$ cat src/hw/pspwm_defines.vh
// register map, field codes and timing constants of the retrigger pwm unit
`ifndef PSPWM_DEFINES_VH
`define PSPWM_DEFINES_VH
`define PSPWM_OFS_CTRL     6'h00
`define PSPWM_OFS_CONF     6'h04
`define PSPWM_OFS_INCFG    6'h08
`define PSPWM_OFS_SYNC     6'h0C
`define PSPWM_OFS_SET_A    6'h10
`define PSPWM_OFS_RST_A    6'h14
`define PSPWM_OFS_SET_B    6'h18
`define PSPWM_OFS_RST_B    6'h1C
`define PSPWM_OFS_MATRIX   6'h20
`define PSPWM_OFS_CAPTURE  6'h24
`define PSPWM_OFS_STATUS   6'h28
`define PSPWM_RAMP_ONE     2'b00
`define PSPWM_RAMP_TWO     2'b01
`define PSPWM_RAMP_FOUR    2'b10
`define PSPWM_RAMP_CENTER  2'b11
`define PSPWM_MODE_HALT    4'b0111
`define PSPWM_MODE_FIX     4'b1001
`define PSPWM_MODE_FIXOFF  4'b1110
`define PSPWM_DIV1         8'h00
`define PSPWM_DIV4         8'h03
`define PSPWM_DIV16        8'h0F
`define PSPWM_DIV64        8'h3F
`define PSPWM_DIV32        8'h1F
`define PSPWM_DIV256       8'hFF
`define PSPWM_SEL_ZERO     2'b00
`define PSPWM_SEL_ONE      2'b01
`define PSPWM_SEL_TWO      2'b10
`define PSPWM_SEL_THREE    2'b11
`define PSPWM_CNT_ZERO     12'h000
`define PSPWM_CNT_ONE      12'h001
`endif

$ cat src/hw/pspwm_unit.v
// third power stage pwm unit: retrigger modes, capture, matrix, chain, clock select
`include "pspwm_defines.vh"
module pspwm_unit (
  input  wire        sys_clk,
  input  wire        arst_n,
  input  wire        psel,
  input  wire        penable,
  input  wire        pwrite,
  input  wire [5:0]  paddr,
  input  wire [31:0] pwdata,
  output reg  [31:0] prdata,
  output wire        pready,
  output wire        pslverr,
  input  wire        pll_clk,
  input  wire        retrig_in_a,
  input  wire        retrig_in_b,
  input  wire        chain_run_in,
  output wire        chain_run_out,
  input  wire        fault_from_prev,
  input  wire        fault_from_next,
  output wire        fault_to_prev,
  output wire        fault_to_next,
  output reg         third_unit_main_out0,
  output reg         third_unit_main_out1,
  output reg         third_unit_extra_out_a,
  output reg         third_unit_extra_out_b,
  output reg         adc_sync_pulse
);
  // software state
  reg        run_bit;
  reg        autorun_from_previous;
  reg [1:0]  clock_prescale_field;
  reg        late_revision;
  reg [1:0]  ramp_mode;
  reg        output_polarity_select;
  reg        clock_source_select;
  reg        matrix_enable;
  reg [3:0]  input_mode_field_a;
  reg        input_active_level_a;
  reg [3:0]  input_mode_field_b;
  reg        input_active_level_b;
  reg [7:0]  sync_output_config;
  reg [11:0] set_a_compare_value;
  reg [11:0] reset_a_compare_value;
  reg [11:0] set_b_compare_value;
  reg [11:0] reset_b_compare_value;
  reg [3:0]  matrix_out0_value;
  reg [3:0]  matrix_out1_value;
  reg [11:0] event_capture_value;
  reg        reload_flag;
  reg        capture_flag;
  reg        sync_error_flag;
  // waveform state
  reg [11:0] count;
  reg        count_down;
  reg [1:0]  ramp;
  reg [7:0]  presc;
  reg        kill_a;
  reg        kill_b;
  reg [1:0]  sync_a;
  reg [1:0]  sync_b;
  reg [2:0]  sync_pll;
  reg        act_a_d;
  reg        act_b_d;
  reg        run_d;
  reg        chain_d;
  reg        wave0_d;
  reg        wave1_d;
  reg [7:0]  div_limit;

  wire setup   = psel & ~penable;
  wire wr_acc  = psel & penable & pwrite;
  wire mapped  = (paddr[1:0] == 2'b00) && (paddr <= `PSPWM_OFS_STATUS);
  assign pready  = 1'b1;
  assign pslverr = psel & penable & ~mapped;

  // effective run: own bit or previous unit's run when autorun is set
  wire run_eff = run_bit | (autorun_from_previous & chain_run_in);
  assign chain_run_out = run_eff;

  // two-stage pin synchronisers; the pll pin keeps a third stage for its edge
  always @(posedge sys_clk or negedge arst_n) begin
    if (!arst_n) begin
      sync_a   <= 2'b00;
      sync_b   <= 2'b00;
      sync_pll <= 3'b000;
    end else begin
      sync_a   <= {sync_a[0], retrig_in_a};
      sync_b   <= {sync_b[0], retrig_in_b};
      sync_pll <= {sync_pll[1:0], pll_clk};
    end
  end

  // active level per input, polarity from the level bit
  wire act_a  = input_active_level_a ? sync_a[1] : ~sync_a[1];
  wire act_b  = input_active_level_b ? sync_b[1] : ~sync_b[1];
  wire edge_a = act_a & ~act_a_d;
  wire edge_b = act_b & ~act_b_d;

  // clock source and prescale divider
  wire src_tick = clock_source_select ? (sync_pll[1] & ~sync_pll[2]) : 1'b1;
  always @* begin
    case (clock_prescale_field)
      `PSPWM_SEL_ZERO: div_limit = `PSPWM_DIV1;
      `PSPWM_SEL_ONE:  div_limit = `PSPWM_DIV4;
      `PSPWM_SEL_TWO:  div_limit = late_revision ? `PSPWM_DIV32 : `PSPWM_DIV16;
      default:         div_limit = late_revision ? `PSPWM_DIV256 : `PSPWM_DIV64;
    endcase
  end
  wire tick = run_eff & src_tick & (presc == div_limit);

  // compare windows
  wire centered = (ramp_mode == `PSPWM_RAMP_CENTER);
  wire win_a = (count >= set_a_compare_value) && (count < reset_a_compare_value);
  wire win_b = (count >= set_b_compare_value) && (count < reset_b_compare_value);
  reg  raw0;
  reg  raw1;
  always @* begin
    case (ramp_mode)
      `PSPWM_RAMP_ONE: begin
        raw0 = win_a;
        raw1 = win_b;
      end
      `PSPWM_RAMP_TWO: begin
        raw0 = win_a & ~ramp[0];
        raw1 = win_b & ramp[0];
      end
      `PSPWM_RAMP_FOUR: begin
        raw0 = win_a & ~ramp[1];
        raw1 = win_b & ramp[1];
      end
      default: begin
        raw0 = (count >= set_a_compare_value);
        raw1 = (count < set_b_compare_value);
      end
    endcase
  end
  wire at_top  = (count == reset_b_compare_value);
  wire at_zero = (count == `PSPWM_CNT_ZERO);
  wire wrap    = tick & (centered ? (count_down & (at_zero | (count == `PSPWM_CNT_ONE)))
                                  : at_top);

  // retrigger acceptance: fixed modes only inside the matching on-time, halt at any time
  wire fixed_a = (input_mode_field_a == `PSPWM_MODE_FIX) |
                 (input_mode_field_a == `PSPWM_MODE_FIXOFF);
  wire fixed_b = (input_mode_field_b == `PSPWM_MODE_FIX) |
                 (input_mode_field_b == `PSPWM_MODE_FIXOFF);
  wire acc_a   = edge_a & fixed_a & raw0;
  wire acc_b   = edge_b & fixed_b & raw1;
  wire halt_a  = edge_a & (input_mode_field_a == `PSPWM_MODE_HALT);
  wire halt_b  = edge_b & (input_mode_field_b == `PSPWM_MODE_HALT);
  wire own_halt = halt_a | halt_b;
  // halt faults only travel the chain; slave reports to its run source
  assign fault_to_prev = own_halt & autorun_from_previous;
  assign fault_to_next = own_halt;
  wire halt_any = own_halt | fault_from_prev | fault_from_next;
  wire any_event = acc_a | acc_b | own_halt;

  // counter, direction and ramp index; restart aligned on run start
  always @(posedge sys_clk or negedge arst_n) begin
    if (!arst_n) begin
      count      <= `PSPWM_CNT_ZERO;
      count_down <= 1'b0;
      ramp       <= 2'b00;
      presc      <= `PSPWM_DIV1;
      run_d      <= 1'b0;
    end else begin
      run_d <= run_eff;
      if (!run_eff) begin
        count      <= `PSPWM_CNT_ZERO;
        count_down <= 1'b0;
        ramp       <= 2'b00;
        presc      <= `PSPWM_DIV1;
      end else begin
        if (src_tick)
          presc <= (presc == div_limit) ? `PSPWM_DIV1 : presc + 8'h01;
        if (tick) begin
          // retrigger never changes period: frequency stays fixed
          if (centered) begin
            if (!count_down && at_top)
              count_down <= 1'b1;
            else if (count_down && (at_zero | (count == `PSPWM_CNT_ONE))) begin
              count_down <= 1'b0;
              count      <= `PSPWM_CNT_ZERO;
            end else if (count_down)
              count <= count - 12'h001;
            else
              count <= count + 12'h001;
          end else if (at_top) begin
            count <= `PSPWM_CNT_ZERO;
            ramp  <= ramp + 2'b01;
          end else
            count <= count + 12'h001;
        end
      end
    end
  end

  // output kill flags for the fixed frequency modes
  always @(posedge sys_clk or negedge arst_n) begin
    if (!arst_n) begin
      kill_a  <= 1'b0;
      kill_b  <= 1'b0;
      act_a_d <= 1'b0;
      act_b_d <= 1'b0;
    end else begin
      act_a_d <= act_a;
      act_b_d <= act_b;
      if (acc_a)
        kill_a <= 1'b1;
      else if (input_mode_field_a == `PSPWM_MODE_FIXOFF)
        kill_a <= kill_a & act_a;
      else if (wrap | ~run_eff)
        kill_a <= 1'b0;
      if (acc_b)
        kill_b <= 1'b1;
      else if (input_mode_field_b == `PSPWM_MODE_FIXOFF)
        kill_b <= kill_b & act_b;
      else if (wrap | ~run_eff)
        kill_b <= 1'b0;
    end
  end

  // waveform after kill, then polarity or matrix
  wire wave0 = raw0 & ~kill_a & run_eff;
  wire wave1 = raw1 & ~kill_b & run_eff;
  wire use_matrix = matrix_enable & (ramp_mode == `PSPWM_RAMP_FOUR);
  wire next_out0 = use_matrix ? (run_eff & matrix_out0_value[ramp])
                              : (wave0 ^ ~output_polarity_select);
  wire next_out1 = use_matrix ? (run_eff & matrix_out1_value[ramp])
                              : (wave1 ^ ~output_polarity_select);
  wire psync_edge = sync_output_config[5] ? (wave1 ^ wave1_d) : (wave0 ^ wave0_d);
  wire psync_rise = sync_output_config[5] ? wave1 : wave0;
  wire ra_match   = tick & (count == reset_a_compare_value);
  reg  next_adc;
  always @* begin
    if (centered)
      next_adc = ~sync_output_config[5] & ra_match &
                 (count_down ^ sync_output_config[4]);
    else
      next_adc = psync_edge & (psync_rise ^ sync_output_config[4]);
  end

  // registered output pins; extra outputs follow the selectors
  always @(posedge sys_clk or negedge arst_n) begin
    if (!arst_n) begin
      third_unit_main_out0   <= 1'b0;
      third_unit_main_out1   <= 1'b0;
      third_unit_extra_out_a <= 1'b0;
      third_unit_extra_out_b <= 1'b0;
      adc_sync_pulse         <= 1'b0;
      wave0_d                <= 1'b0;
      wave1_d                <= 1'b0;
    end else begin
      wave0_d                <= wave0;
      wave1_d                <= wave1;
      third_unit_main_out0   <= next_out0;
      third_unit_main_out1   <= next_out1;
      third_unit_extra_out_a <= sync_output_config[6] ? next_out1 : next_out0;
      third_unit_extra_out_b <= sync_output_config[7] ? next_out0 : next_out1;
      adc_sync_pulse         <= next_adc;
    end
  end

  // register writes, capture and status flags
  wire clr_wr = wr_acc & (paddr == `PSPWM_OFS_STATUS);
  always @(posedge sys_clk or negedge arst_n) begin
    if (!arst_n) begin
      run_bit                <= 1'b0;
      autorun_from_previous  <= 1'b0;
      clock_prescale_field   <= 2'b00;
      late_revision          <= 1'b0;
      ramp_mode              <= `PSPWM_RAMP_ONE;
      output_polarity_select <= 1'b0;
      clock_source_select    <= 1'b0;
      matrix_enable          <= 1'b0;
      input_mode_field_a     <= 4'h0;
      input_active_level_a   <= 1'b0;
      input_mode_field_b     <= 4'h0;
      input_active_level_b   <= 1'b0;
      sync_output_config     <= 8'h00;
      set_a_compare_value    <= `PSPWM_CNT_ZERO;
      reset_a_compare_value  <= `PSPWM_CNT_ZERO;
      set_b_compare_value    <= `PSPWM_CNT_ZERO;
      reset_b_compare_value  <= `PSPWM_CNT_ZERO;
      matrix_out0_value      <= 4'h0;
      matrix_out1_value      <= 4'h0;
      event_capture_value    <= `PSPWM_CNT_ZERO;
      reload_flag            <= 1'b0;
      capture_flag           <= 1'b0;
      sync_error_flag        <= 1'b0;
      chain_d                <= 1'b0;
    end else begin
      chain_d <= chain_run_in;
      if (wr_acc) begin
        case (paddr)
          `PSPWM_OFS_CTRL: begin
            run_bit               <= pwdata[0];
            autorun_from_previous <= pwdata[1];
            clock_prescale_field  <= pwdata[3:2];
            late_revision         <= pwdata[4];
          end
          `PSPWM_OFS_CONF: begin
            ramp_mode              <= pwdata[1:0];
            output_polarity_select <= pwdata[2];
            clock_source_select    <= pwdata[3];
            matrix_enable          <= pwdata[4];
          end
          `PSPWM_OFS_INCFG: begin
            input_mode_field_a   <= pwdata[3:0];
            input_active_level_a <= pwdata[4];
            input_mode_field_b   <= pwdata[11:8];
            input_active_level_b <= pwdata[12];
          end
          `PSPWM_OFS_SYNC:   sync_output_config    <= pwdata[7:0];
          `PSPWM_OFS_SET_A:  set_a_compare_value   <= pwdata[11:0];
          `PSPWM_OFS_RST_A:  reset_a_compare_value <= pwdata[11:0];
          `PSPWM_OFS_SET_B:  set_b_compare_value   <= pwdata[11:0];
          `PSPWM_OFS_RST_B:  reset_b_compare_value <= pwdata[11:0];
          `PSPWM_OFS_MATRIX: begin
            matrix_out0_value <= pwdata[3:0];
            matrix_out1_value <= pwdata[7:4];
          end
          default: ;
        endcase
      end
      // halt fault clears run; it wins over a write in the same cycle
      if (halt_any)
        run_bit <= 1'b0;
      if (any_event)
        event_capture_value <= count;
      // flags: set wins over the write-one clear
      reload_flag     <= (wrap & ramp_mode != `PSPWM_RAMP_CENTER) |
                         (wrap & centered) |
                         (reload_flag & ~(clr_wr & pwdata[0]));
      capture_flag    <= any_event | (capture_flag & ~(clr_wr & pwdata[1]));
      sync_error_flag <= (autorun_from_previous & chain_d & ~chain_run_in & run_bit) |
                         (sync_error_flag & ~(clr_wr & pwdata[2]));
    end
  end

  // read data captured during setup, presented in the access phase
  always @(posedge sys_clk or negedge arst_n) begin
    if (!arst_n)
      prdata <= 32'h0000_0000;
    else if (setup) begin
      case (paddr)
        `PSPWM_OFS_CTRL:    prdata <= {27'h000_0000, late_revision, clock_prescale_field,
                                       autorun_from_previous, run_bit};
        `PSPWM_OFS_CONF:    prdata <= {27'h000_0000, matrix_enable, clock_source_select,
                                       output_polarity_select, ramp_mode};
        `PSPWM_OFS_INCFG:   prdata <= {19'h0_0000, input_active_level_b, input_mode_field_b,
                                       3'b000, input_active_level_a, input_mode_field_a};
        `PSPWM_OFS_SYNC:    prdata <= {24'h00_0000, sync_output_config};
        `PSPWM_OFS_SET_A:   prdata <= {20'h0_0000, set_a_compare_value};
        `PSPWM_OFS_RST_A:   prdata <= {20'h0_0000, reset_a_compare_value};
        `PSPWM_OFS_SET_B:   prdata <= {20'h0_0000, set_b_compare_value};
        `PSPWM_OFS_RST_B:   prdata <= {20'h0_0000, reset_b_compare_value};
        `PSPWM_OFS_MATRIX:  prdata <= {24'h00_0000, matrix_out1_value, matrix_out0_value};
        `PSPWM_OFS_CAPTURE: prdata <= {20'h0_0000, event_capture_value};
        `PSPWM_OFS_STATUS:  prdata <= {4'h0, count, 12'h000, run_eff,
                                       sync_error_flag, capture_flag, reload_flag};
        default:            prdata <= 32'h0000_0000;
      endcase
    end
  end
endmodule

$ cat config.mk
export PLATFORM = sky130hd
export DESIGN_NAME = pspwm_unit
export DESIGN_NICKNAME = d
export VERILOG_FILES = /design/src/hw/pspwm_unit.v
export VERILOG_INCLUDE_DIRS = /design/src /design/src/hw
export SDC_FILE = /design/constraint.sdc
export NUM_CORES = 1
export LEC_CHECK = 0
export BUFFER_PORTS_ARGS = -buffer_cell sky130_fd_sc_hd__buf_2
export CAP_MARGIN = 20
export CELL_PAD_IN_SITES_DETAIL_PLACEMENT = 1
export CELL_PAD_IN_SITES_GLOBAL_PLACEMENT = 1
export CORE_ASPECT_RATIO = 0.8
export CORE_MARGIN = 1
export CORE_UTILIZATION = 51
export DETAILED_ROUTE_END_ITERATION = 7
export PLACE_DENSITY_LB_ADDON = 0.1
export SLEW_MARGIN = 20
export SYNTH_ARGS = -nofsm -noshare
export SYNTH_HDL_FRONTEND = slang
export SYNTH_SLANG_ARGS = --single-unit
$ cat constraint.sdc
create_clock -name sys_clk -period 6.7 [get_ports sys_clk]
set_clock_uncertainty 0.2 [all_clocks]
set_input_delay 0.67 -clock sys_clk [delete_from_list [all_inputs] [get_ports sys_clk]]
set_output_delay 0.67 -clock sys_clk [all_outputs]
set_load 0.01 [all_outputs]
==> summary.md <==
| Metric | Value |
|---|---|
| Fin worst setup slack | `between 2 and 2.5 ns` |
| Max Freq | `roughly 240 MHz` |
| Final Hold Fails | `0` |
| GR Util All Layers | `31.84%` |
| CTS tree | `built` |
| Post-synth ARST share | `100.0%` |
| Postcts setup bufs | `0` |
| Root Driver | `clkbuf_16` |
| Reg2reg path depth | `8` |
| Top_reg_cell synth | `dfrtp_1` |
| Mean Syn Cell Area | `10.56 µm²` |
| Clk buf depth | `2` |
| Clk slew on worst S/H paths | `around 0.07 ns` |
| Cell Area, Synth | `approximately 0.0094 mm²` |
| Status | `completed` |
| Clock latency on the worst-skew pair | `0.44 ns` |
| Initial antenna violation count | `1` |
| R2R Setup Slk | `2.49 ns` |
| Final ANT Viol Nets | `0` |
| Worst IR Drop VDD | `roughly 0.15 mV` |
| Drt wl/cell | `between 20 and 25 µm` |
| Iter 0 DRT Violations | `around 390` |
| Synth warnings | `0` |
| Max-Cap Viols | `0` |
| Via density | `6.428` |
| Synthesis-stage register bit count | `about 170` |
| Count of buffers from port buffering | `between 60 and 70` |
| Die area | `approximately 0.019 mm²` |
| Slew @ Worst Pin | `approximately 1.1 ns` |
| Seq/Total Area, Yosys | `44.31%` |
| Post-Syn Instances | `~890` |
| CP Class | `reg2reg` |
| Vias in the first global route | `around 8000` |
| Drt pass-1 iters | `7` |
| Hold Buf Count CTS | `0` |
| Die height | `123.3 µm` |
| Synth cell types | `slightly above 80` |
| GRT overflow | `0` |
| Clk sink count | `approximately 170` |
| Worst slew margin | `25.51%` |
| CP Data Required Time | `~6.8 ns` |
| Dpl hpwl | `roughly 20000 µm` |
| Layout area overhead | `11.16%` |
| Routed via count | `7527` |
| Crit end category | `flip-flop` |
| Post-CTS Resized | `0` |
| Post-synth EDFFs | `0` |
| CORE AREA | `approximately 0.018 mm²` |
| Die width | `between 150 and 200 µm` |
| I/O pin count | `between 90 and 100` |
| Largest net degree at the start of global routing | `90` |
| DP Worst Slack | `2.618 ns` |
| RR Endpoint | `event_capture_value[10]` |
| Placed inst area | `0.009811 mm²` |
| Worst EP arrival | `4.32 ns` |
| Final setup fails | `0` |
| Period utilization | `between 60% and 70%` |
| Initial Util | `approximately 53%` |
| Antenna Cells | `0` |
| Crit path to | `event_capture_value[10]` |
| Final wirelength | `approximately 29000 µm` |
| Final-stage net count | `just over 1000` |
| CP max FO | `17` |
| Static leakage | `a little over 5 nW` |
| Final Wtd Congestion | `0.8576` |
| First-pass GRT wire length | `45360 µm` |
| RSZ-0062 raised after global routing | `false` |
| Placed insts | `approximately 1100` |
| Row count | `43` |
| Final instance area | `roughly 0.010 mm²` |
| Pwr/cell area | `around 220 mW/mm²` |
| Worst Hold Class | `in2async` |
| Critical path startpoint | `count[2]` |
| Reg2Reg Launch Point | `count[2]` |
| Final cell count without fillers | `about 1200` |
| Crit path time final | `between 4 and 5 ns` |
| Worst hold margin | `between 0.09 and 0.1 ns` |
| Share of cells above drive strength 1 | `between 20% and 30%` |
| Startpoint types | `flip-flop` |
| DRC Markers | `0` |
| Num CTS Buffers | `17` |
| Post-route setup TNS | `0 ns` |
| Max-slew violations | `0` |
| # H-tree levels | `4` |
[area by class of cell]
cell class | instances | area [µm²]
fill | 1936 | 7227
multi-input combinational | 620 | 4791
sequential | 166 | 4154
clock buffer | 18 | 439.2
timing repair buffer | 70 | 374.1
tap | 225 | 281.5
inverter | 58 | 217.7
clock inverter | 14 | 162.7
[critical path: stages (launching register included)]
cell and delay (ns):
dfrtp_1 0.79, ha_1 0.39, a211o_1 0.33, a31oi_1 0.21, o31ai_1 0.11, a221oi_2 0.61
nor4_4 0.13, nor3_4 0.87, mux2_1 0.42
[registers in the layout (all words and copies together) (netlist names), 2 cells and up]
| register | cells |
|---|---|
| matrix_out1_value | 4 |
| reset_b_compare_value | 12 |
| ramp | 2 |
| set_a_compare_value | 12 |
| sync_a | 2 |
| set_b_compare_value | 12 |
| sync_b | 2 |
| input_mode_field_b | 4 |
| count | 12 |
| reset_a_compare_value | 12 |
| clock_prescale_field | 2 |
| input_mode_field_a | 4 |
| matrix_out0_value | 4 |
| sync_output_config | 8 |
| sync_pll | 3 |
| presc | 8 |
| event_capture_value | 12 |
| prdata | 25 |
| ramp_mode | 2 |
[worst min-delay path by stage]
stage | to | slack (ns) | from | cells after the start
after detailed placement | sync_pll[1] | 0.14 | sync_pll[0] | 0
after global placement | sync_pll[1] | 0.13 | sync_pll[0] | 0
after global routing | sync_pll[0] | 0.13 | pll_clk | 1
final | input_mode_field_a[1] | 0.09 | arst_n | 1
after floorplan | sync_a[1] | 0.13 | sync_a[0] | 0
after CTS | sync_pll[0] | 0.13 | pll_clk | 1
[metal layers]
metal	track usage, %	up-vias	part of all wire [%]
met2	52.22	245	47
met1	42.22	3894	44
met3	7.045	43	6.6
li1	-	3343	-
met4	10.31	2	2.0
met5	0	-	0.028
[placed cells by master (no fill, tap or decap), drive strengths merged, types with 5 or more instances in the layout]
| cell | netlist | routed |
|---|---|---|
| o22ai | 13 | 13 |
| a21o | 19 | 19 |
| dfrtp | 166 | 166 |
| a221oi | 13 | 13 |
| ha | 55 | 55 |
| nand4 | 10 | 10 |
| o21ai | 62 | 62 |
| a21oi | 24 | 24 |
| a22o | 13 | 13 |
| nand3 | 17 | 17 |
| o31ai | 12 | 12 |
| nand2b | 9 | 9 |
| clkbuf | 29 | 18 |
| a222oi | 5 | 5 |
| and3 | 12 | 12 |
| nor2 | 32 | 32 |
| nor3 | 12 | 12 |
| nand2 | 85 | 85 |
| nor4 | 8 | 8 |
| a22oi | 25 | 25 |
| nor3b | 9 | 9 |
| mux2 | 87 | 87 |
| and2 | 7 | 7 |
| conb | 2 | 8 |
| a211oi | 8 | 8 |
| nand3b | 5 | 5 |
| a31oi | 8 | 8 |
| buf | 21 | 70 |
| inv | 58 | 66 |
| xor2 | 5 | 5 |
[report_power, final]
| part | switching (W) | leakage, nW | internal, W | total (W) |
|---|---|---|---|---|
| Clock | 0.000453 | 0.300 | 0.000571 | 0.00102 |
| Sequential | 0.0000312 | 2.21 | 0.00104 | 0.00107 |
| Combinational | 0.000123 | 2.54 | 0.0000710 | 0.000194 |
[stage by stage]
step	utilization [%]	power (W)
floorplan	-	0.001193
global placement	55.59	0.001263
detailed placement	55.59	0.001275
CTS	59.00	0.002290
global route	59.05	0.002355
finish	59.05	0.002285
[synthesized netlist by cell type, drive strengths merged, types with 4 or more instances]
master,number,share of area (%)
a21o,19,1.5
o21ai,62,3.6
nand3b,5,0.40
o31ai,12,1.5
nand2b,9,0.60
nor2,32,1.3
nor3,12,0.81
nor3b,9,0.72
a221oi,13,1.3
a22oi,25,2.0
or3,4,0.27
nor4,8,0.76
clkbuf,29,1.2
o22ai,13,0.93
and2,7,0.47
a21oi,24,1.4
and3,12,0.80
xor2,5,0.47
inv,58,2.3
nand4,10,0.67
a211o,4,0.37
nand3,17,0.96
o211ai,4,0.37
dfrtp,166,44
a31oi,8,0.53
buf,21,1.5
mux2,87,11
a22o,13,1.2
a211oi,8,0.83
nand2,85,3.4
a222oi,5,0.53
ha,55,7.3
[logic make-up (layout without fill, tap and decap cells)]
family	Yosys count	in the layout	share of synthesized area, %
other cells	2	8	0.08012
flops	166	166	44.31
buf+inv	108	160	5.032
xor+xnor	7	7	0.6540
fa+ha+maj	55	55	7.341
mux	92	92	11.65
compound gates	232	232	18.21
simple gates	226	226	12.72
Note: power is estimated with default switching activity, not from simulation.
